[src/include/ibh_consts.svh]
// Timing counts, address field layout and reset values for the instrument bus handshake.
`ifndef IBH_CONSTS_SVH
`define IBH_CONSTS_SVH

`define IBH_CLK_PERIOD_NS 10
`define IBH_SETTLE_NS     200
`define IBH_MIN_BYTE_NS   1000
`define IBH_SETTLE_CYC    ((`IBH_SETTLE_NS + `IBH_CLK_PERIOD_NS - 1) / `IBH_CLK_PERIOD_NS)
`define IBH_BYTE_CYC      ((`IBH_MIN_BYTE_NS + `IBH_CLK_PERIOD_NS - 1) / `IBH_CLK_PERIOD_NS)

`define IBH_GRP_HI        6
`define IBH_GRP_LO        5
`define IBH_UNIT_HI       4
`define IBH_GRP_LISTEN    2'h1
`define IBH_GRP_TALK      2'h2
`define IBH_GRP_SECOND    2'h3
`define IBH_UNIT_NONE     5'h1F

`define IBH_LINE_IDLE     1'h1
`define IBH_CNT_W         16

`endif

[src/include/ibh_pkg.sv]
// Types shared by the instrument bus handshake modules.
package ibh_pkg;

  typedef struct packed {
    logic       atn_n;
    logic       dav;
    logic       nrfd;
    logic       ndac;
    logic [7:0] dio;
  } ibh_lines_type;

  typedef enum logic [4:0] {
    SRC_IDLE   = 5'h01,
    SRC_SETTLE = 5'h02,
    SRC_RFD    = 5'h04,
    SRC_DAC    = 5'h08,
    SRC_GAP    = 5'h10
  } ibh_src_type;

  typedef enum logic [4:0] {
    ACC_OFF    = 5'h01,
    ACC_NOTRDY = 5'h02,
    ACC_READY  = 5'h04,
    ACC_TAKE   = 5'h08,
    ACC_DONE   = 5'h10
  } ibh_acc_type;

endpackage

[src/hdl/ibh_top.sv]
// Source and acceptor handshake engines of the instrument bus port.
`timescale 1ns/1ps
`include "ibh_consts.svh"
// Operation
// - Bits 6:5 01 listen, 10 talk.
// - Extended talker matches two-byte talk address.
// - Extended listener matches two-byte listen address.
// - Every byte uses one full three-wire handshake.
// - Each step waits for the slowest acceptor.
// - Never exceed one megabyte per second.
// - Ready and accepted lines are wired-OR composites.
// - Sender is source, receiver is acceptor.
// - Talk only when addressed and in data mode.
// - Listen only when addressed and in data mode.
// - Source starts with data valid released high.
// - Acceptor starts holding ready and accepted low.
// - Source checks both-high error before placing data.
// - Source waits settling time before marking valid.
// - Valid goes low after settle and ready high.
// - Acceptor drops ready, takes byte, releases accepted.
// - Acceptor pulls accepted low once valid rises.
module ibh_top
  import ibh_pkg::*;
#(
  parameter int unsigned SETTLE_CYC = `IBH_SETTLE_CYC,
  parameter int unsigned BYTE_CYC   = `IBH_BYTE_CYC
)
(
  // Clock and reset.
  input  wire logic       CORE_CLK,
  input  wire logic       SYS_RST,
  // Data lines, open drain, a one bit pulls its line low.
  input  wire logic [7:0] DIO_IN,
  output logic      [7:0] DIO_OUT,
  output logic      [7:0] DIO_OE,
  // Handshake lines, open drain.
  input  wire logic       DAV_IN,
  output logic            DAV_OUT,
  output logic            DAV_OE,
  input  wire logic       NRFD_IN,
  output logic            NRFD_OUT,
  output logic            NRFD_OE,
  input  wire logic       NDAC_IN,
  output logic            NDAC_OUT,
  output logic            NDAC_OE,
  // Attention line, low selects command mode.
  input  wire logic       ATN_N,
  // Own address setup.
  input  wire logic [4:0] MY_ADDR,
  input  wire logic [4:0] MY_SEC,
  input  wire logic       EXT_TALK,
  input  wire logic       EXT_LISTEN,
  // Bytes to send as talker.
  input  wire logic [7:0] TX_DATA,
  input  wire logic       TX_VALID,
  output logic            TX_READY,
  // Bytes received as listener.
  output logic      [7:0] RX_DATA,
  output logic            RX_VALID,
  input  wire logic       RX_READY,
  // Status.
  output logic            TALKER,
  output logic            LISTENER,
  output logic            SRC_ERROR
);

  localparam logic [`IBH_CNT_W-1:0] SETTLE_LAST = `IBH_CNT_W'(SETTLE_CYC - 1);
  localparam logic [`IBH_CNT_W-1:0] BYTE_LAST   = `IBH_CNT_W'(BYTE_CYC - 1);
  localparam logic [`IBH_CNT_W-1:0] SETTLE_MIN  = `IBH_CNT_W'(SETTLE_CYC);
  localparam logic [`IBH_CNT_W-1:0] BYTE_MIN    = `IBH_CNT_W'(BYTE_CYC);

  ibh_lines_type          raw;
  ibh_lines_type          s;
  ibh_src_type            src_state;
  ibh_src_type            next_src;
  ibh_acc_type            acc_state;
  ibh_acc_type            next_acc;
  logic [`IBH_CNT_W-1:0]  settle_cnt;
  logic [`IBH_CNT_W-1:0]  rate_cnt;
  logic [7:0]             tx_byte;
  logic                   talk_addr;
  logic                   listen_addr;
  logic                   cmd_strobe;
  logic [7:0]             cmd_byte;
  logic [`IBH_CNT_W-1:0]  data_age;
  logic [`IBH_CNT_W-1:0]  dav_gap;

  assign raw = '{atn_n: ATN_N, dav: DAV_IN, nrfd: NRFD_IN, ndac: NDAC_IN, dio: DIO_IN};

  // All bus lines cross into the core clock before any decision looks at them.
  ibh_sync #(
    .W   ($bits(ibh_lines_type)),
    .RST (`IBH_LINE_IDLE)
  ) u_sync (
    .clk (CORE_CLK),
    .rst (SYS_RST),
    .d   (raw),
    .q   (s)
  );

  ibh_addr u_addr (
    .clk         (CORE_CLK),
    .rst         (SYS_RST),
    .cmd_strobe  (cmd_strobe),
    .cmd_byte    (cmd_byte),
    .my_addr     (MY_ADDR),
    .my_sec      (MY_SEC),
    .ext_talk    (EXT_TALK),
    .ext_listen  (EXT_LISTEN),
    .talk_addr   (talk_addr),
    .listen_addr (listen_addr)
  );

  // Role selection; every device accepts in command mode.
  wire cmd_mode   = !s.atn_n;
  wire talker     = talk_addr && !cmd_mode;
  wire listener   = listen_addr && !cmd_mode;
  wire acc_active = cmd_mode || listener;
  wire dav_valid  = !s.dav;
  wire bus_error  = s.nrfd && s.ndac;
  wire can_take   = cmd_mode || !RX_VALID;
  wire src_start  = (src_state == SRC_IDLE) && talker && TX_VALID && !bus_error;
  wire take_now   = (acc_state == ACC_READY) && dav_valid;

  assign TALKER   = talker;
  assign LISTENER = listener;

  // Lines are only ever pulled low, so several acceptors combine as wired-OR.
  assign DIO_OUT  = 8'h00;
  assign DAV_OUT  = 1'h0;
  assign NRFD_OUT = 1'h0;
  assign NDAC_OUT = 1'h0;

  // Source engine.
  always_comb
  begin
    next_src = src_state;
    unique case (src_state)
      SRC_IDLE:
        if (src_start)
          next_src = SRC_SETTLE;
      SRC_SETTLE:
        if (settle_cnt == '0)
          next_src = SRC_RFD;
      SRC_RFD:
        if (s.nrfd && (rate_cnt == '0))
          next_src = SRC_DAC;
      SRC_DAC:
        if (s.ndac)
          next_src = SRC_GAP;
      SRC_GAP:
        next_src = SRC_IDLE;
    endcase
    if (!talker)
      next_src = SRC_IDLE;
  end

  assign TX_READY = (src_state == SRC_DAC) && s.ndac && talker;

  always_ff @(posedge CORE_CLK)
  begin
    if (SYS_RST)
    begin
      src_state  <= SRC_IDLE;
      settle_cnt <= '0;
      rate_cnt   <= '0;
      tx_byte    <= 8'h00;
      DAV_OE     <= 1'h0;
      DIO_OE     <= 8'h00;
      SRC_ERROR  <= 1'h0;
    end
    else
    begin
      src_state <= next_src;
      settle_cnt <= (src_state == SRC_SETTLE) ? settle_cnt - 1'h1 : SETTLE_LAST;
      if (next_src == SRC_DAC && src_state == SRC_RFD)
        rate_cnt <= BYTE_LAST;
      else if (rate_cnt != '0)
        rate_cnt <= rate_cnt - 1'h1;
      if (src_start)
        tx_byte <= TX_DATA;
      DAV_OE <= (next_src == SRC_DAC);
      DIO_OE <= (next_src == SRC_SETTLE || next_src == SRC_RFD || next_src == SRC_DAC)
                ? (src_start ? TX_DATA : tx_byte) : 8'h00;
      if (src_state == SRC_IDLE && talker && TX_VALID)
        SRC_ERROR <= bus_error;
    end
  end

  // Acceptor engine.
  always_comb
  begin
    next_acc = acc_state;
    unique case (acc_state)
      ACC_OFF:
        next_acc = ACC_NOTRDY;
      ACC_NOTRDY:
        if (can_take)
          next_acc = ACC_READY;
      ACC_READY:
        if (dav_valid)
          next_acc = ACC_TAKE;
      ACC_TAKE:
        next_acc = ACC_DONE;
      ACC_DONE:
        if (!dav_valid)
          next_acc = ACC_NOTRDY;
    endcase
    if (!acc_active)
      next_acc = ACC_OFF;
  end

  // Not ready is released only while waiting for a byte, not accepted only after taking it.
  assign NRFD_OE = acc_active && (acc_state != ACC_OFF) && (acc_state != ACC_READY);
  assign NDAC_OE = acc_active && (acc_state != ACC_OFF) && (acc_state != ACC_DONE);

  always_ff @(posedge CORE_CLK)
  begin
    if (SYS_RST)
    begin
      acc_state  <= ACC_OFF;
      cmd_strobe <= 1'h0;
      cmd_byte   <= 8'h00;
      RX_DATA    <= 8'h00;
      RX_VALID   <= 1'h0;
    end
    else
    begin
      acc_state  <= next_acc;
      cmd_strobe <= take_now && cmd_mode;
      if (take_now)
        cmd_byte <= ~s.dio;
      if (take_now && listener)
        RX_DATA <= ~s.dio;
      if (take_now && listener)
        RX_VALID <= 1'h1;
      else if (RX_READY)
        RX_VALID <= 1'h0;
    end
  end

  // Helper counters for the checks below.
  always_ff @(posedge CORE_CLK)
  begin
    if (SYS_RST)
    begin
      data_age <= '0;
      dav_gap  <= '1;
    end
    else
    begin
      data_age <= (DIO_OE == 8'h00 && src_state != SRC_SETTLE) ? '0
                  : (data_age == '1 ? data_age : data_age + 1'h1);
      if (!DAV_OE && next_src == SRC_DAC)
        dav_gap <= '0;
      else if (dav_gap != '1)
        dav_gap <= dav_gap + 1'h1;
    end
  end

  AST_ERROR_BLOCKS: assert property (@(posedge CORE_CLK) disable iff (SYS_RST)
    (src_state == SRC_IDLE && talker && TX_VALID && bus_error) |=> src_state == SRC_IDLE)
    else $error("Source left idle while both ready lines were high.");

  AST_SETTLE_TIME: assert property (@(posedge CORE_CLK) disable iff (SYS_RST)
    $rose(DAV_OE) |-> data_age >= SETTLE_MIN)
    else $error("Data valid asserted before the settle interval.");

  AST_VALID_NEEDS_READY: assert property (@(posedge CORE_CLK) disable iff (SYS_RST)
    $rose(DAV_OE) |-> $past(s.nrfd) && $past(src_state) == SRC_RFD)
    else $error("Data valid asserted without ready sensed high.");

  AST_VALID_RELEASE: assert property (@(posedge CORE_CLK) disable iff (SYS_RST)
    ($fell(DAV_OE) && $past(talker)) |-> $past(s.ndac) ##0 TX_READY == 1'h0)
    else $error("Data valid released before accepted went high.");

  AST_RATE_LIMIT: assert property (@(posedge CORE_CLK) disable iff (SYS_RST)
    (!DAV_OE && next_src == SRC_DAC) |-> dav_gap >= BYTE_MIN - 1'h1)
    else $error("Byte period shorter than one microsecond.");

  AST_ACCEPT_SEQUENCE: assert property (@(posedge CORE_CLK) disable iff (SYS_RST)
    (take_now && acc_active && !$changed(acc_active)) |=> NRFD_OE && NDAC_OE ##1
    (!acc_active || (NRFD_OE && !NDAC_OE)))
    else $error("Acceptor did not drop ready then release accepted.");

  AST_ACCEPTED_LOW: assert property (@(posedge CORE_CLK) disable iff (SYS_RST)
    (acc_state == ACC_DONE && !dav_valid && acc_active) |=> NDAC_OE || !acc_active)
    else $error("Accepted line not pulled low after valid rose.");

  AST_ACCEPTOR_START: assert property (@(posedge CORE_CLK) disable iff (SYS_RST)
    $rose(acc_active) |=> (NRFD_OE && NDAC_OE) || !acc_active)
    else $error("Acceptor did not start with both lines low.");

  AST_TALKER_ONLY: assert property (@(posedge CORE_CLK) disable iff (SYS_RST)
    !talker |=> !DAV_OE && DIO_OE == 8'h00)
    else $error("Bus driven as source while not talker.");

  AST_LISTENER_ONLY: assert property (@(posedge CORE_CLK) disable iff (SYS_RST)
    (!cmd_mode && !listener) |-> !NRFD_OE && !NDAC_OE)
    else $error("Acceptor lines held while not addressed to listen.");

endmodule // ibh_top

[src/hdl/ibh_sync.sv]
// Two-stage synchroniser for a vector of asynchronous bus lines.
`timescale 1ns/1ps
module ibh_sync
  import ibh_pkg::*;
#(
  parameter int unsigned W   = 12,
  parameter logic        RST = 1'h1
)
(
  // Clock and reset.
  input  wire logic         clk,
  input  wire logic         rst,
  // Lines.
  input  wire logic [W-1:0] d,
  output logic      [W-1:0] q
);

  logic [W-1:0] meta;

  generate
    for (genvar i = 0; i < W; i++)
    begin : g_bit
      always_ff @(posedge clk)
      begin
        if (rst)
        begin
          meta[i] <= RST;
          q[i]    <= RST;
        end
        else
        begin
          meta[i] <= d[i];
          q[i]    <= meta[i];
        end
      end
    end
  endgenerate

endmodule // ibh_sync

[src/hdl/ibh_addr.sv]
// Listen and talk address recognition, with optional two-byte extended addressing.
`timescale 1ns/1ps
`include "ibh_consts.svh"
module ibh_addr
  import ibh_pkg::*;
(
  // Clock and reset.
  input  wire logic       clk,
  input  wire logic       rst,
  // Command bytes taken in command mode.
  input  wire logic       cmd_strobe,
  input  wire logic [7:0] cmd_byte,
  // Own address setup.
  input  wire logic [4:0] my_addr,
  input  wire logic [4:0] my_sec,
  input  wire logic       ext_talk,
  input  wire logic       ext_listen,
  // Addressed state.
  output logic            talk_addr,
  output logic            listen_addr
);

  wire [1:0] grp       = cmd_byte[`IBH_GRP_HI:`IBH_GRP_LO];
  wire [4:0] unit      = cmd_byte[`IBH_UNIT_HI:0];
  wire       is_lsn    = cmd_strobe && (grp == `IBH_GRP_LISTEN);
  wire       is_tlk    = cmd_strobe && (grp == `IBH_GRP_TALK);
  wire       is_sec    = cmd_strobe && (grp == `IBH_GRP_SECOND);
  wire       unit_me   = (unit == my_addr);
  wire       sec_me    = is_sec && (unit == my_sec);
  wire       unlisten  = is_lsn && (unit == `IBH_UNIT_NONE);
  logic      pend_lsn;
  logic      pend_tlk;
  logic      next_talk;
  logic      next_listen;

  // Bit 7 is ignored; bits 6 and 5 pick listen or talk.
  always_comb
  begin
    next_listen = listen_addr;
    if (unlisten)
      next_listen = 1'h0;
    else if (is_lsn && unit_me && !ext_listen)
      next_listen = 1'h1;
    else if (pend_lsn && sec_me)
      next_listen = 1'h1;
  end

  always_comb
  begin
    next_talk = talk_addr;
    if (is_tlk && !(unit_me && ext_talk))
      next_talk = unit_me;
    else if (is_tlk)
      next_talk = 1'h0;
    else if (pend_tlk && is_sec)
      next_talk = sec_me;
  end

  always_ff @(posedge clk)
  begin
    if (rst)
    begin
      talk_addr   <= 1'h0;
      listen_addr <= 1'h0;
      pend_lsn    <= 1'h0;
      pend_tlk    <= 1'h0;
    end
    else
    begin
      talk_addr   <= next_talk;
      listen_addr <= next_listen;
      if (cmd_strobe)
      begin
        pend_lsn <= is_lsn && unit_me && ext_listen;
        pend_tlk <= is_tlk && unit_me && ext_talk;
      end
    end
  end

  AST_LISTEN_PRIMARY: assert property (@(posedge clk) disable iff (rst)
    (is_lsn && unit_me && !ext_listen && !unlisten) |=> listen_addr)
    else $error("Own listen address did not address the listener.");

  AST_TALK_TWO_BYTE: assert property (@(posedge clk) disable iff (rst)
    (is_tlk && unit_me && ext_talk) |=> !talk_addr ##0 pend_tlk)
    else $error("Extended talker was addressed by a single byte.");

  AST_LISTEN_TWO_BYTE: assert property (@(posedge clk) disable iff (rst)
    (pend_lsn && sec_me) |=> listen_addr)
    else $error("Matching secondary byte did not address the listener.");

endmodule // ibh_addr

[config.mk]
export PLATFORM = sky130hd
export DESIGN_NAME = ibh_top
export DESIGN_NICKNAME = d
export VERILOG_FILES = /design/src/include/ibh_pkg.sv /design/src/hdl/ibh_top.sv /design/src/hdl/ibh_sync.sv /design/src/hdl/ibh_addr.sv
export VERILOG_INCLUDE_DIRS = /design/src /design/src/include
export SDC_FILE = /design/constraint.sdc
export NUM_CORES = 1
export LEC_CHECK = 0
export BUFFER_PORTS_ARGS = -buffer_cell sky130_fd_sc_hd__buf_2
export CAP_MARGIN = 30
export CORE_AREA = 4 4 140 108
export DETAILED_ROUTE_END_ITERATION = 7
export DIE_AREA = 0 0 144 112
export SLEW_MARGIN = 20
export SYNTH_ARGS = -nofsm -noshare
export SYNTH_HDL_FRONTEND = slang
export SYNTH_HIERARCHICAL = 1
export SYNTH_SLANG_ARGS = --single-unit
export TNS_END_PERCENT = 50
[constraint.sdc]
create_clock -name CORE_CLK -period 3.25 [get_ports CORE_CLK]
set_input_delay 0.325 -clock CORE_CLK [delete_from_list [all_inputs] [get_ports CORE_CLK]]
set_output_delay 0.325 -clock CORE_CLK [all_outputs]
set_load 0.05 [all_outputs]
# Yosys cells after proc, flatten, opt, wreduce, memory -nomap -nowiden
# Index checks and enable logic that the tools add are counted.
# totals
register_bits,105
output_inout_bits,35
word_cells,147
# classes
add_sub_neg,2
n_eq_ne,25
n_mux,21
bitwise,4
reduce_logical,53
# ops
operator,count
one-hot mux 5 bit (5 select lines),2
two-way mux 5 bit,9
logical NOT 16 bit,2
"subtractor 16 x 1 -> 16 bit, second input constant",2
logical AND 1 bit,30
nonzero test 16 bit,1
"== test 5 x 2 -> 1 bit, second input constant",3
"== test 5 x 3 -> 1 bit, second input constant",3
"== test 5 x 4 -> 1 bit, second input constant",3
"== test 5 bit, second input constant",3
two-way mux 7 bit,2
"== test 5 x 1 -> 1 bit, second input constant",2
== test 5 bit,2
OR reduction 2 bit,5
two-way mux 8 bit,1
NOT 8 bit,1
two-way mux 1 bit,7
logical NOT 1 bit,6
nonzero test 2 bit,3
"inequality test 5 x 1 -> 1 bit, second input constant",1
"inequality test 5 x 3 -> 1 bit, second input constant",1
"inequality test 5 bit, second input constant",1
"== test 2 bit, second input constant",2
logical OR 1 bit,4
other kinds (6),9

# Logic depth before layout (Yosys ltp)
# Gate-level depths: netlist of the first run.
# logic_depth
depth_word,12
mapped_depth,10
mapped_depth_nobuf,9

# By module
# Netlist of the first run, hierarchy kept.
# modules_own_cells
mod,instances,cells_each,area_each_um2
ibh_top,1,395,3465.8
ibh_sync,1,50,653.1
ibh_addr,1,43,332.8

# Worst setup path after synthesis of the first run
# Ideal clock, no wire load.
# synth_timing
path_kind,register to register
start,register rate_cnt[10]
end,register DIO_OE[0]
setup_time_ns,0.063
arrival_time_ns,2.258
t_required_ns,3.187
path_slack_ns,0.929
path_stages_with_launch,8
period_less_slack_ns,2.321
cell_sequence,dfxtp_1 or4_4 nor4_4 a31oi_2 o31ai_4 o41ai_1 mux2_4 nor2_2
# synth_via
elab_chain_cells,10
elab_cells_between_ends,12
cone_classes,3 x eq/ne; 3 x mux; 1 x bitwise; 5 x reduce/logical
# synth_rtl
item,line,rtl
"start, declared",ibh_top.sv:79,logic [`IBH_CNT_W-1:0] rate_cnt;
"start signal, assigned",ibh_top.sv:179,rate_cnt <= rate_cnt - 1'h1;
logical NOT 16 bit *,ibh_top.sv:146,if (s.nrfd && (rate_cnt == '0))
logical AND 1 bit *,ibh_top.sv:146,
two-way mux 5 bit *,ibh_top.sv:146,
one-hot mux 5 bit (5 select lines) *,ibh_top.sv:138,unique case (src_state)
two-way mux 5 bit *,ibh_top.sv:154,if (!talker)
== test 5 x 2 -> 1 bit or == test 5 x 3 -> 1 bit (tied branches),ibh_top.sv:183,DIO_OE <= (next_src == SRC_SETTLE || next_src == SRC_RFD || next_src == SRC_DAC)
logical OR 1 bit,ibh_top.sv:183,
logical OR 1 bit *,ibh_top.sv:183,
NOT 1 bit (no source line) *,n/a,
OR reduction 2 bit (no source line) *,n/a,
"end signal, assigned",ibh_top.sv:183,
"end, declared",ibh_top.sv:35,"output logic [7:0] DIO_OE,"
# Every way passes the cells marked *; elsewhere a longest branch is shown, timed or not.
# A chain may end at the register's enable or synchronous reset.

# Worst setup path in the final report of the first run
# layout_timing
start,register rate_cnt[10]
end,register rate_cnt[11]
# layout_via
elab_chain_cells,8
elab_cells_between_ends,10
cone_classes,1 x add/sub; 1 x eq/ne; 3 x mux; 5 x reduce/logical
# layout_rtl
item,line,rtl
logical NOT 16 bit,ibh_top.sv:146,
logical AND 1 bit,ibh_top.sv:146,
two-way mux 5 bit,ibh_top.sv:146,
one-hot mux 5 bit (5 select lines),ibh_top.sv:138,
two-way mux 5 bit,ibh_top.sv:154,
== test 5 x 4 -> 1 bit,n/a,
logical AND 1 bit,ibh_top.sv:176,if (next_src == SRC_DAC && src_state == SRC_RFD)
OR reduction 2 bit (no source line),n/a,
# Parallel ways exist; a longest one is shown, timed or not.

==> run metrics, run 1 <==
initial core utilization 32.37%; Least-Margin Pin Slew 644.4 ps; CP Class flip-flop to flip-flop; RSZ-0062 raised after global routing no; Yosys warning total 6; Root Buffer clkbuf_16; Final #Nets 576; drt total wl 8696 microns; clk buf depth 2; PwrDens 620.8 nW/um^2; initial antenna violation count 0; P_leak 2.075 nW; post-synthesis cell count 485; layout cells sized above 1 18.11%; max_cap viols 0; num ports 71; VDD IR-drop max 0.4844 mV; number of core rows 37; final setup TNS 0 ps; Remaining DRCs 0; HPWL after DPL 6385 microns; Filler cells 1365; synthesis-to-layout area growth 15.57%; Avg Cell Area, Syn 9.114 sq um; DR vias/cell 4.648; H-tree levels 3; Multi-input gate area roughly 2100 sq um; cts repair resizes 0; CTS tree built; Final Hold Viols 0; Vias 3328; total CTS buffers 9; initial drt markers approximately 260; setup ws final 581.5 ps; Critical Path Fanout Max 12; CP max stage cell or4_4; CTS Sinks ~110; core box area about 14000 sq um; DRT antenna net count 0; critical path buffer and inverter count 0; number of iterations in the first detailed-routing pass 4; critical path required time 3470 ps; die span in y 112 microns; Worst setup SP type flip-flop; DP Worst Slack roughly 570 ps; Setup Fix Bufs, Post-CTS 0; Fin Clk Skew 8.748 ps; hold-fix buffers at CTS 0; total gr overflow 0; run status complete, no violations; part of the cycle the worst path needs 82.11%; Final Critical Period 2669 ps; wire per inst 12.15 microns; clock-pin slew on the worst setup and hold paths 80 ps; gpl congestion 0.8386; Crit path max-delay family simple AND/OR/NAND/NOR gates; synthesized area 4420 sq um; Worst path max stage delay 580 ps; die area 16130 sq um; GRT Util Overall 11.04%; final setup fails 0; first-pass GRT wire length around 15000 microns; f_max 374.7 MHz; ant diodes 0; most frequent cells in the layout dfxtp_1 (105), nor2_1 (74), buf_2 (59); Crit. End Element flip-flop; worst min path class primary input to flip-flop; max-slew violations 0; largest net degree at the start of global routing 38; register area approximately 2100 sq um; Worst EP arrival 2890 ps; Die Span X 144 microns; Max-slew headroom 57.04%; vias in the first global route 3177; most common cell after layout, fill and taps aside dfxtp_1; critical path, cell by cell or4_4, nor4_4, and4_1, o311a_1, nand3_1, nand2b_1, nor2_1; clk_lat worst skew 340 ps; IO buf count 59
==> cell type report <==
cell class	count	area share, %
multi-input cells	347	41.83
well taps	175	4.286
repair buffers	62	6.221
inverters	11	0.8082
clock inverters	7	1.298
clock buffers	9	4.409
flip-flops and latches	105	41.15
==> per-stage QoR <==
step / cells / hold slack [ps] / total power (W) / utilization [%] / cell area, sq um
final: 716 / 152.1 / 0.003172 / 37.41 / 5109
after global placement: 700 / 388.7 / 0.002134 / 35.27 / 4817
after global routing: 716 / 144.7 / 0.003363 / 37.41 / 5109
after CTS: 716 / 136.4 / 0.003211 / 37.41 / 5109
after detailed placement: 700 / 389.2 / 0.002149 / 35.27 / 4817
after floorplan: 495 / 383.2 / 0.002029 / - / 4458
==> power breakdown <==
part | switching, W | internal (W) | leakage, nW
registers | 0.0000897 | 0.00138 | 0.856
clock network | 0.000503 | 0.000543 | 0.145
logic | 0.000358 | 0.000293 | 1.07
==> sequential cells by signal, indices dropped and copies added (netlist names) <==
signal,flops
rate_cnt,16
settle_cnt,16
u_sync/meta,12
u_sync/q,12
DIO_OE,8
RX_DATA,8
tx_byte,8
cmd_byte,7
acc_state,5
src_state,5
DAV_OE,1
RX_VALID,1
SRC_ERROR,1
cmd_strobe,1
u_addr/listen_addr,1
u_addr/pend_lsn,1
u_addr/pend_tlk,1
u_addr/talk_addr,1
==> worst paths after layout <==
path | slack (ps) | cells past startpoint | end | start
min | 150 | 2 | u_sync/meta[3]$_SDFF_PP1_ | DIO_IN[3]
max reg2reg | 580 | 7 | rate_cnt[11]$_SDFFE_PP0P_ | rate_cnt[10]$_SDFFE_PP0P_
min reg2reg | 400 | 1 | u_sync/q[6]$_SDFF_PP1_ | u_sync/meta[6]$_SDFF_PP1_
max | 580 | 7 | rate_cnt[11]$_SDFFE_PP0P_ | rate_cnt[10]$_SDFFE_PP0P_
==> metal layers <==
layer / GRT usage, % / part of all wire (%)
met5: 0 / 0
met4: 4.078 / 1.4
met3: 3.392 / 5.6
met2: 16.31 / 43
met1: 15.12 / 50
Note: power is estimated with default switching activity, not from simulation.
==> run 2: changes to the inputs <==
- clock period: 3.25 -> 2.7 ns (I/O delays scaled with it)
==> run 2 against run 1 <==
Against the previous run: cell area grew 1.7%; critical path depth is the same; first-iteration DRC count shrank 4.3%; via count grew 1.6%; largest cell class unchanged.
==> run metrics, run 2 (synthesized netlist as in run 1, its figures left out) <==
most frequent cells in the layout dfxtp_1 (105), nor2_1 (74), buf_2 (59); setup ws final 216.0 ps; Least-Margin Pin Slew 616.4 ps; RSZ-0062 raised after global routing no; clk buf depth 2; vias in the first global route 3197; Crit path max-delay family simple AND/OR/NAND/NOR gates; final setup TNS 0 ps; final setup fails 0; gpl congestion 0.8787; Fin Clk Skew 8.610 ps; part of the cycle the worst path needs 92.00%; die area 16130 sq um; max-slew violations 0; DR vias/cell approximately 4.7; Final Critical Period 2484 ps; Worst path max stage delay 590 ps; layout cells sized above 1 19.20%; synthesis-to-layout area growth 17.49%; most common cell after layout, fill and taps aside dfxtp_1; Root Buffer clkbuf_16; H-tree levels 3; core box area 13660 sq um; GRT Util Overall 11.29%; initial core utilization 32.37%; clk_lat worst skew 350 ps; DP Worst Slack 239.6 ps; Final Hold Viols 0; Cell Count, Final, Fillers Out about 720; Critical Path Fanout Max 8; worst min path class primary input to flip-flop; hold-fix buffers at CTS 0; CTS Sinks approximately 110; Worst setup SP type flip-flop; HPWL after DPL 6740 microns; P_leak 2.121 nW; critical path required time roughly 3000 ps; critical path, cell by cell or4_4, nor4_4, a31oi_2, a211oi_2, o41ai_2, mux2_4, nor2_2; clock-pin slew on the worst setup and hold paths 80 ps; CP Class flip-flop to flip-flop; num ports 71; CP max stage cell or4_4; Setup Fix Bufs, Post-CTS 0; Max-slew headroom about three fifths; Crit. End Element flip-flop; Remaining DRCs 0; CTS tree built; Filler cells 1347; number of core rows 37; max_cap viols 0; initial drt markers 244; dpl cells about 710; initial antenna violation count 0; Vias 3382; DRT antenna net count 0; drt total wl 9070 microns; wire per inst roughly 13 microns; Die Span X 144 microns; ant diodes 0; die span in y 112 microns; Final #Nets between 500 and 600; largest net degree at the start of global routing 29; IO buf count 59; critical path buffer and inverter count 0; cts repair resizes 0; total gr overflow 0; PwrDens approximately 760 nW/um^2; Worst EP arrival 2770 ps; total CTS buffers 9; first-pass GRT wire length 14990 microns; Largest regs rate_cnt: 16 flops, settle_cnt: 16 flops; number of iterations in the first detailed-routing pass 5; f_max 402.6 MHz; VDD IR-drop max 0.3941 mV; run status complete, no violations
==> run 2: cell types whose count changed in the layout (fill, tap and decap cells not counted), sizes merged <==
cell / delta
inv: -3
clkinv: +3
buf: +6
==> run 2: cell type report <==
cell class	count	area (sq um)	area share, %
multi-input combinational	347	2145	41.29
timing repair buffer	68	362.8	6.986
sequential	105	2102	40.47
tap	175	219.0	4.216
inverter	11	41.29	0.7950
clock buffer	9	225.2	4.336
clock inverter	7	98.84	1.903
==> run 2: worst paths after layout <==
path              depth (start not counted)  slack [ps]                       from                        end
setup / recovery                          7         220  rate_cnt[10]$_SDFFE_PP0P_       DIO_OE[3]$_SDFF_PP0_
hold / removal                            2          90                  DIO_IN[0]  u_sync/meta[0]$_SDFF_PP1_
setup reg to reg                          7         220  rate_cnt[10]$_SDFFE_PP0P_       DIO_OE[3]$_SDFF_PP0_
hold reg to reg                           1         410  u_sync/meta[6]$_SDFF_PP1_     u_sync/q[6]$_SDFF_PP1_
==> run 2: report_power, final <==
part           switching (W)  total (W)  internal, W  leakage (nW)
clock network       0.000661    0.00134     0.000677         0.157
logic               0.000438   0.000810     0.000372          1.11
registers           0.000108    0.00177      0.00167         0.856
total                0.00121    0.00392      0.00271          2.12
==> run 2: per-layer routing <==
metal  track usage (%)  vias to the layer above  wire length [microns]
li1                  -                     1756                      -
met1             15.85                     1562                   4474
met2             16.62                       62                   4156
met3             3.435                        2                    405
met4             3.388                        0                     35
met5                 0                        -                      0
==> run 2: stage by stage <==
stage               power, W  hold WS [ps]  util, %  area (sq um)
floorplan           0.002442         339.1        -          4458
global placement    0.002591         389.3    35.60          4862
detailed placement  0.002612         391.8    35.60          4862
CTS                 0.003973         70.91    37.98          5186
global route        0.004129         76.78    38.03          5194
finish              0.003921         89.11    38.03          5194
==> run 3: changes to the inputs <==
- CORE_AREA: 4 4 140 108 -> 4 4 108 85
- DIE_AREA: 0 0 144 112 -> 0 0 112 89
- PLACE_DENSITY: not set -> 0.78
- TNS_END_PERCENT: 50 -> 30
==> run 3 against run 2 <==
Against the previous run: cell area fell by 3.8%; clock power fell by 23%; maximum frequency rose by 0.71%; register-to-register slack improved by 20 ps; first-iteration DRC count fell by 10%; non-clock buffer count fell by 1.
==> run metrics, run 3 (synthesized netlist as in run 1, its figures left out) <==
run status complete, no violations; VDD IR-drop max 0.4614 mV; Root Buffer clkbuf_8; DR vias/cell 5.254; Crit. End Element flip-flop; total gr overflow 0; drt total wl between 8000 and 9000 microns; Die Span X 112 microns; CP Class flip-flop to flip-flop; R2R Setup Slk 230 ps; most frequent cells in the layout dfxtp_1 (105), nor2_1 (74), buf_2 (59); GRT Util Overall 18.06%; part of the cycle the worst path needs 91.35%; Sequential Power Share between 40% and 50%; Switching Share 30.94%; die area 9968 sq um; P_sw between 0.001 and 0.0015 W; critical path required time 3010 ps; P_leak about 2.1 nW; clk_lat worst skew 380 ps; Worst Hold Path EP u_sync/meta[6]$_SDFF_PP1_; routed wl met2 4268 microns; Setup Fix Bufs, Post-CTS 0; Power Total 0.003614 W; CTS Sinks roughly 110; met3 WL 462 microns; Multi-input gate area approximately 2100 sq um; reg2reg path depth 7; combinational cell fraction of total power between 20% and 30%; clock-pin slew on the worst setup and hold paths 100 ps; total CTS buffers 9; num ports 71; PwrDens 723.2 nW/um^2; Max-slew headroom 58.34%; wire per inst 13.42 microns; clock network power share 28.6%; Final Critical Period 2467 ps; f_max 405.4 MHz; HPWL after DPL 6492 microns; IO buf count 59; Hold Crit Start DIO_IN[6]; max_cap viols 0; number of core rows 29; critical path, cell by cell or4_4, nor4_4, a31oi_2, o31ai_4, o41ai_1, mux2_4, nor2_2; vias in the first global route 3258; Vias between 3000 and 4000; clk buf depth 2; Largest regs rate_cnt: 16 flops, settle_cnt: 16 flops; worst hold stages 2; DP Worst Slack 162.8 ps; Worst EP arrival roughly 2800 ps; Worst path max stage delay 580 ps; Least-Margin Pin Slew 624.9 ps; Fin Clk Skew around 9.4 ps; largest net degree at the start of global routing 33; RSZ-0062 raised after global routing no; DRT antenna net count 0; first-pass GRT wire length between 10000 and 15000 microns; CP max stage cell or4_4; max-slew violations 0; initial core utilization 54.15%; Final Hold Viols 0; Reg-to-Reg End DIO_OE[5]$_SDFF_PP0_; layout cells sized above 1 19.05%; Final #Nets 581; Hold Slack 61.76 ps; setup ws final 233.5 ps; Remaining DRCs 0; CTS tree built; initial antenna violation count 0; final setup TNS 0 ps; worst r2r src rate_cnt[10]$_SDFFE_PP0P_; final setup fails 0; H-tree levels 3; wl on met1 4020 microns; core box area 8164 sq um; gpl congestion 0.9346; Worst setup SP type flip-flop; internal cell power 0.002496 W; highest routed layer met4; register area approximately 2100 sq um; most common cell after layout, fill and taps aside dfxtp_1; Critical Path Fanout Max 8; die span in y 89 microns; ant diodes 0; initial drt markers about 220; dpl cells 638; synthesis-to-layout area growth 13.05%; Cell Count, Final, Fillers Out ~650; number of iterations in the first detailed-routing pass 4; Filler cells 706; worst min path class primary input to flip-flop
==> run 3: cell types whose count changed in the layout (fill, tap and decap cells not counted) <==
cell       previous run  this run
clkbuf_16             9         0
clkinv_8              4         2
clkinv_4              0         2
nand2b_1              7         6
bufinv_16             0         1
buf_4                 9         8
clkbuf_8              0         9
inv_6                 0         1
nand2b_2              0         1
o41ai_2               1         0
o41ai_1               2         3
inv_8                 3         1
==> run 3: area by class of cell <==
class	instances	share of cell area, %
Multi-Input combinational cell	347	42.81
Sequential cell	105	42.06
Clock buffer	9	2.479
Timing Repair Buffer	67	7.111
Clock inverter	7	2.003
Inverter	11	0.8262
Tap cell	108	2.704
==> run 3: power by group through the flow <==
| stage | registers, W | clock network (W) | logic, W |
|---|---|---|---|
| floorplan | 0.00178 | 0 | 0.000657 |
| global placement | 0.00180 | 0 | 0.000782 |
| detailed placement | 0.00181 | 0 | 0.000791 |
| CTS | 0.00177 | 0.00107 | 0.000802 |
| global route | 0.00179 | 0.00113 | 0.000901 |
| finish | 0.00177 | 0.00103 | 0.000805 |
==> run 3: worst max path at each step <==
stage | from | end | slack (ps) | cells after the start
2_1_floorplan | rate_cnt[10]$_SDFFE_PP0P_ | DIO_OE[0]$_SDFF_PP0_ | 380 | 7
3_3_place_gp | rate_cnt[10]$_SDFFE_PP0P_ | rate_cnt[7]$_SDFFE_PP0P_ | 270 | 7
3_5_place_dp | rate_cnt[10]$_SDFFE_PP0P_ | rate_cnt[7]$_SDFFE_PP0P_ | 160 | 7
4_1_cts | rate_cnt[10]$_SDFFE_PP0P_ | rate_cnt[7]$_SDFFE_PP0P_ | 140 | 7
5_1_grt | rate_cnt[10]$_SDFFE_PP0P_ | DIO_OE[5]$_SDFF_PP0_ | 90 | 7
6_report | rate_cnt[10]$_SDFFE_PP0P_ | DIO_OE[5]$_SDFF_PP0_ | 230 | 7
==> run 3: per-stage QoR <==
step	instance area (sq um)	utilization [%]
global placement	4771	58.44
detailed placement	4771	58.44
floorplan	4458	-
global route	4997	61.21
finish	4997	61.21
CTS	4995	61.18
==> run 3: worst max-delay path, delay by kind of cell, from the launching register on <==
family	cells	cell delay [ps]
flops	1	360
simple gates	3	1040
compound gates	3	630
mux	1	400
==> run 3: repair_timing <==
action                                  CTS  global route
resized for setup                         0             1
hold buffers                              0             0
endpoints found under the setup margin    0             6
==> run 3: routing by layer <==
layer / GRT usage, % / vias up
met2: 31.01 / 86
met5: 0 / -
li1: - / 1755
met4: 5.022 / 0
met3: 5.413 / 4
met1: 22.52 / 1591
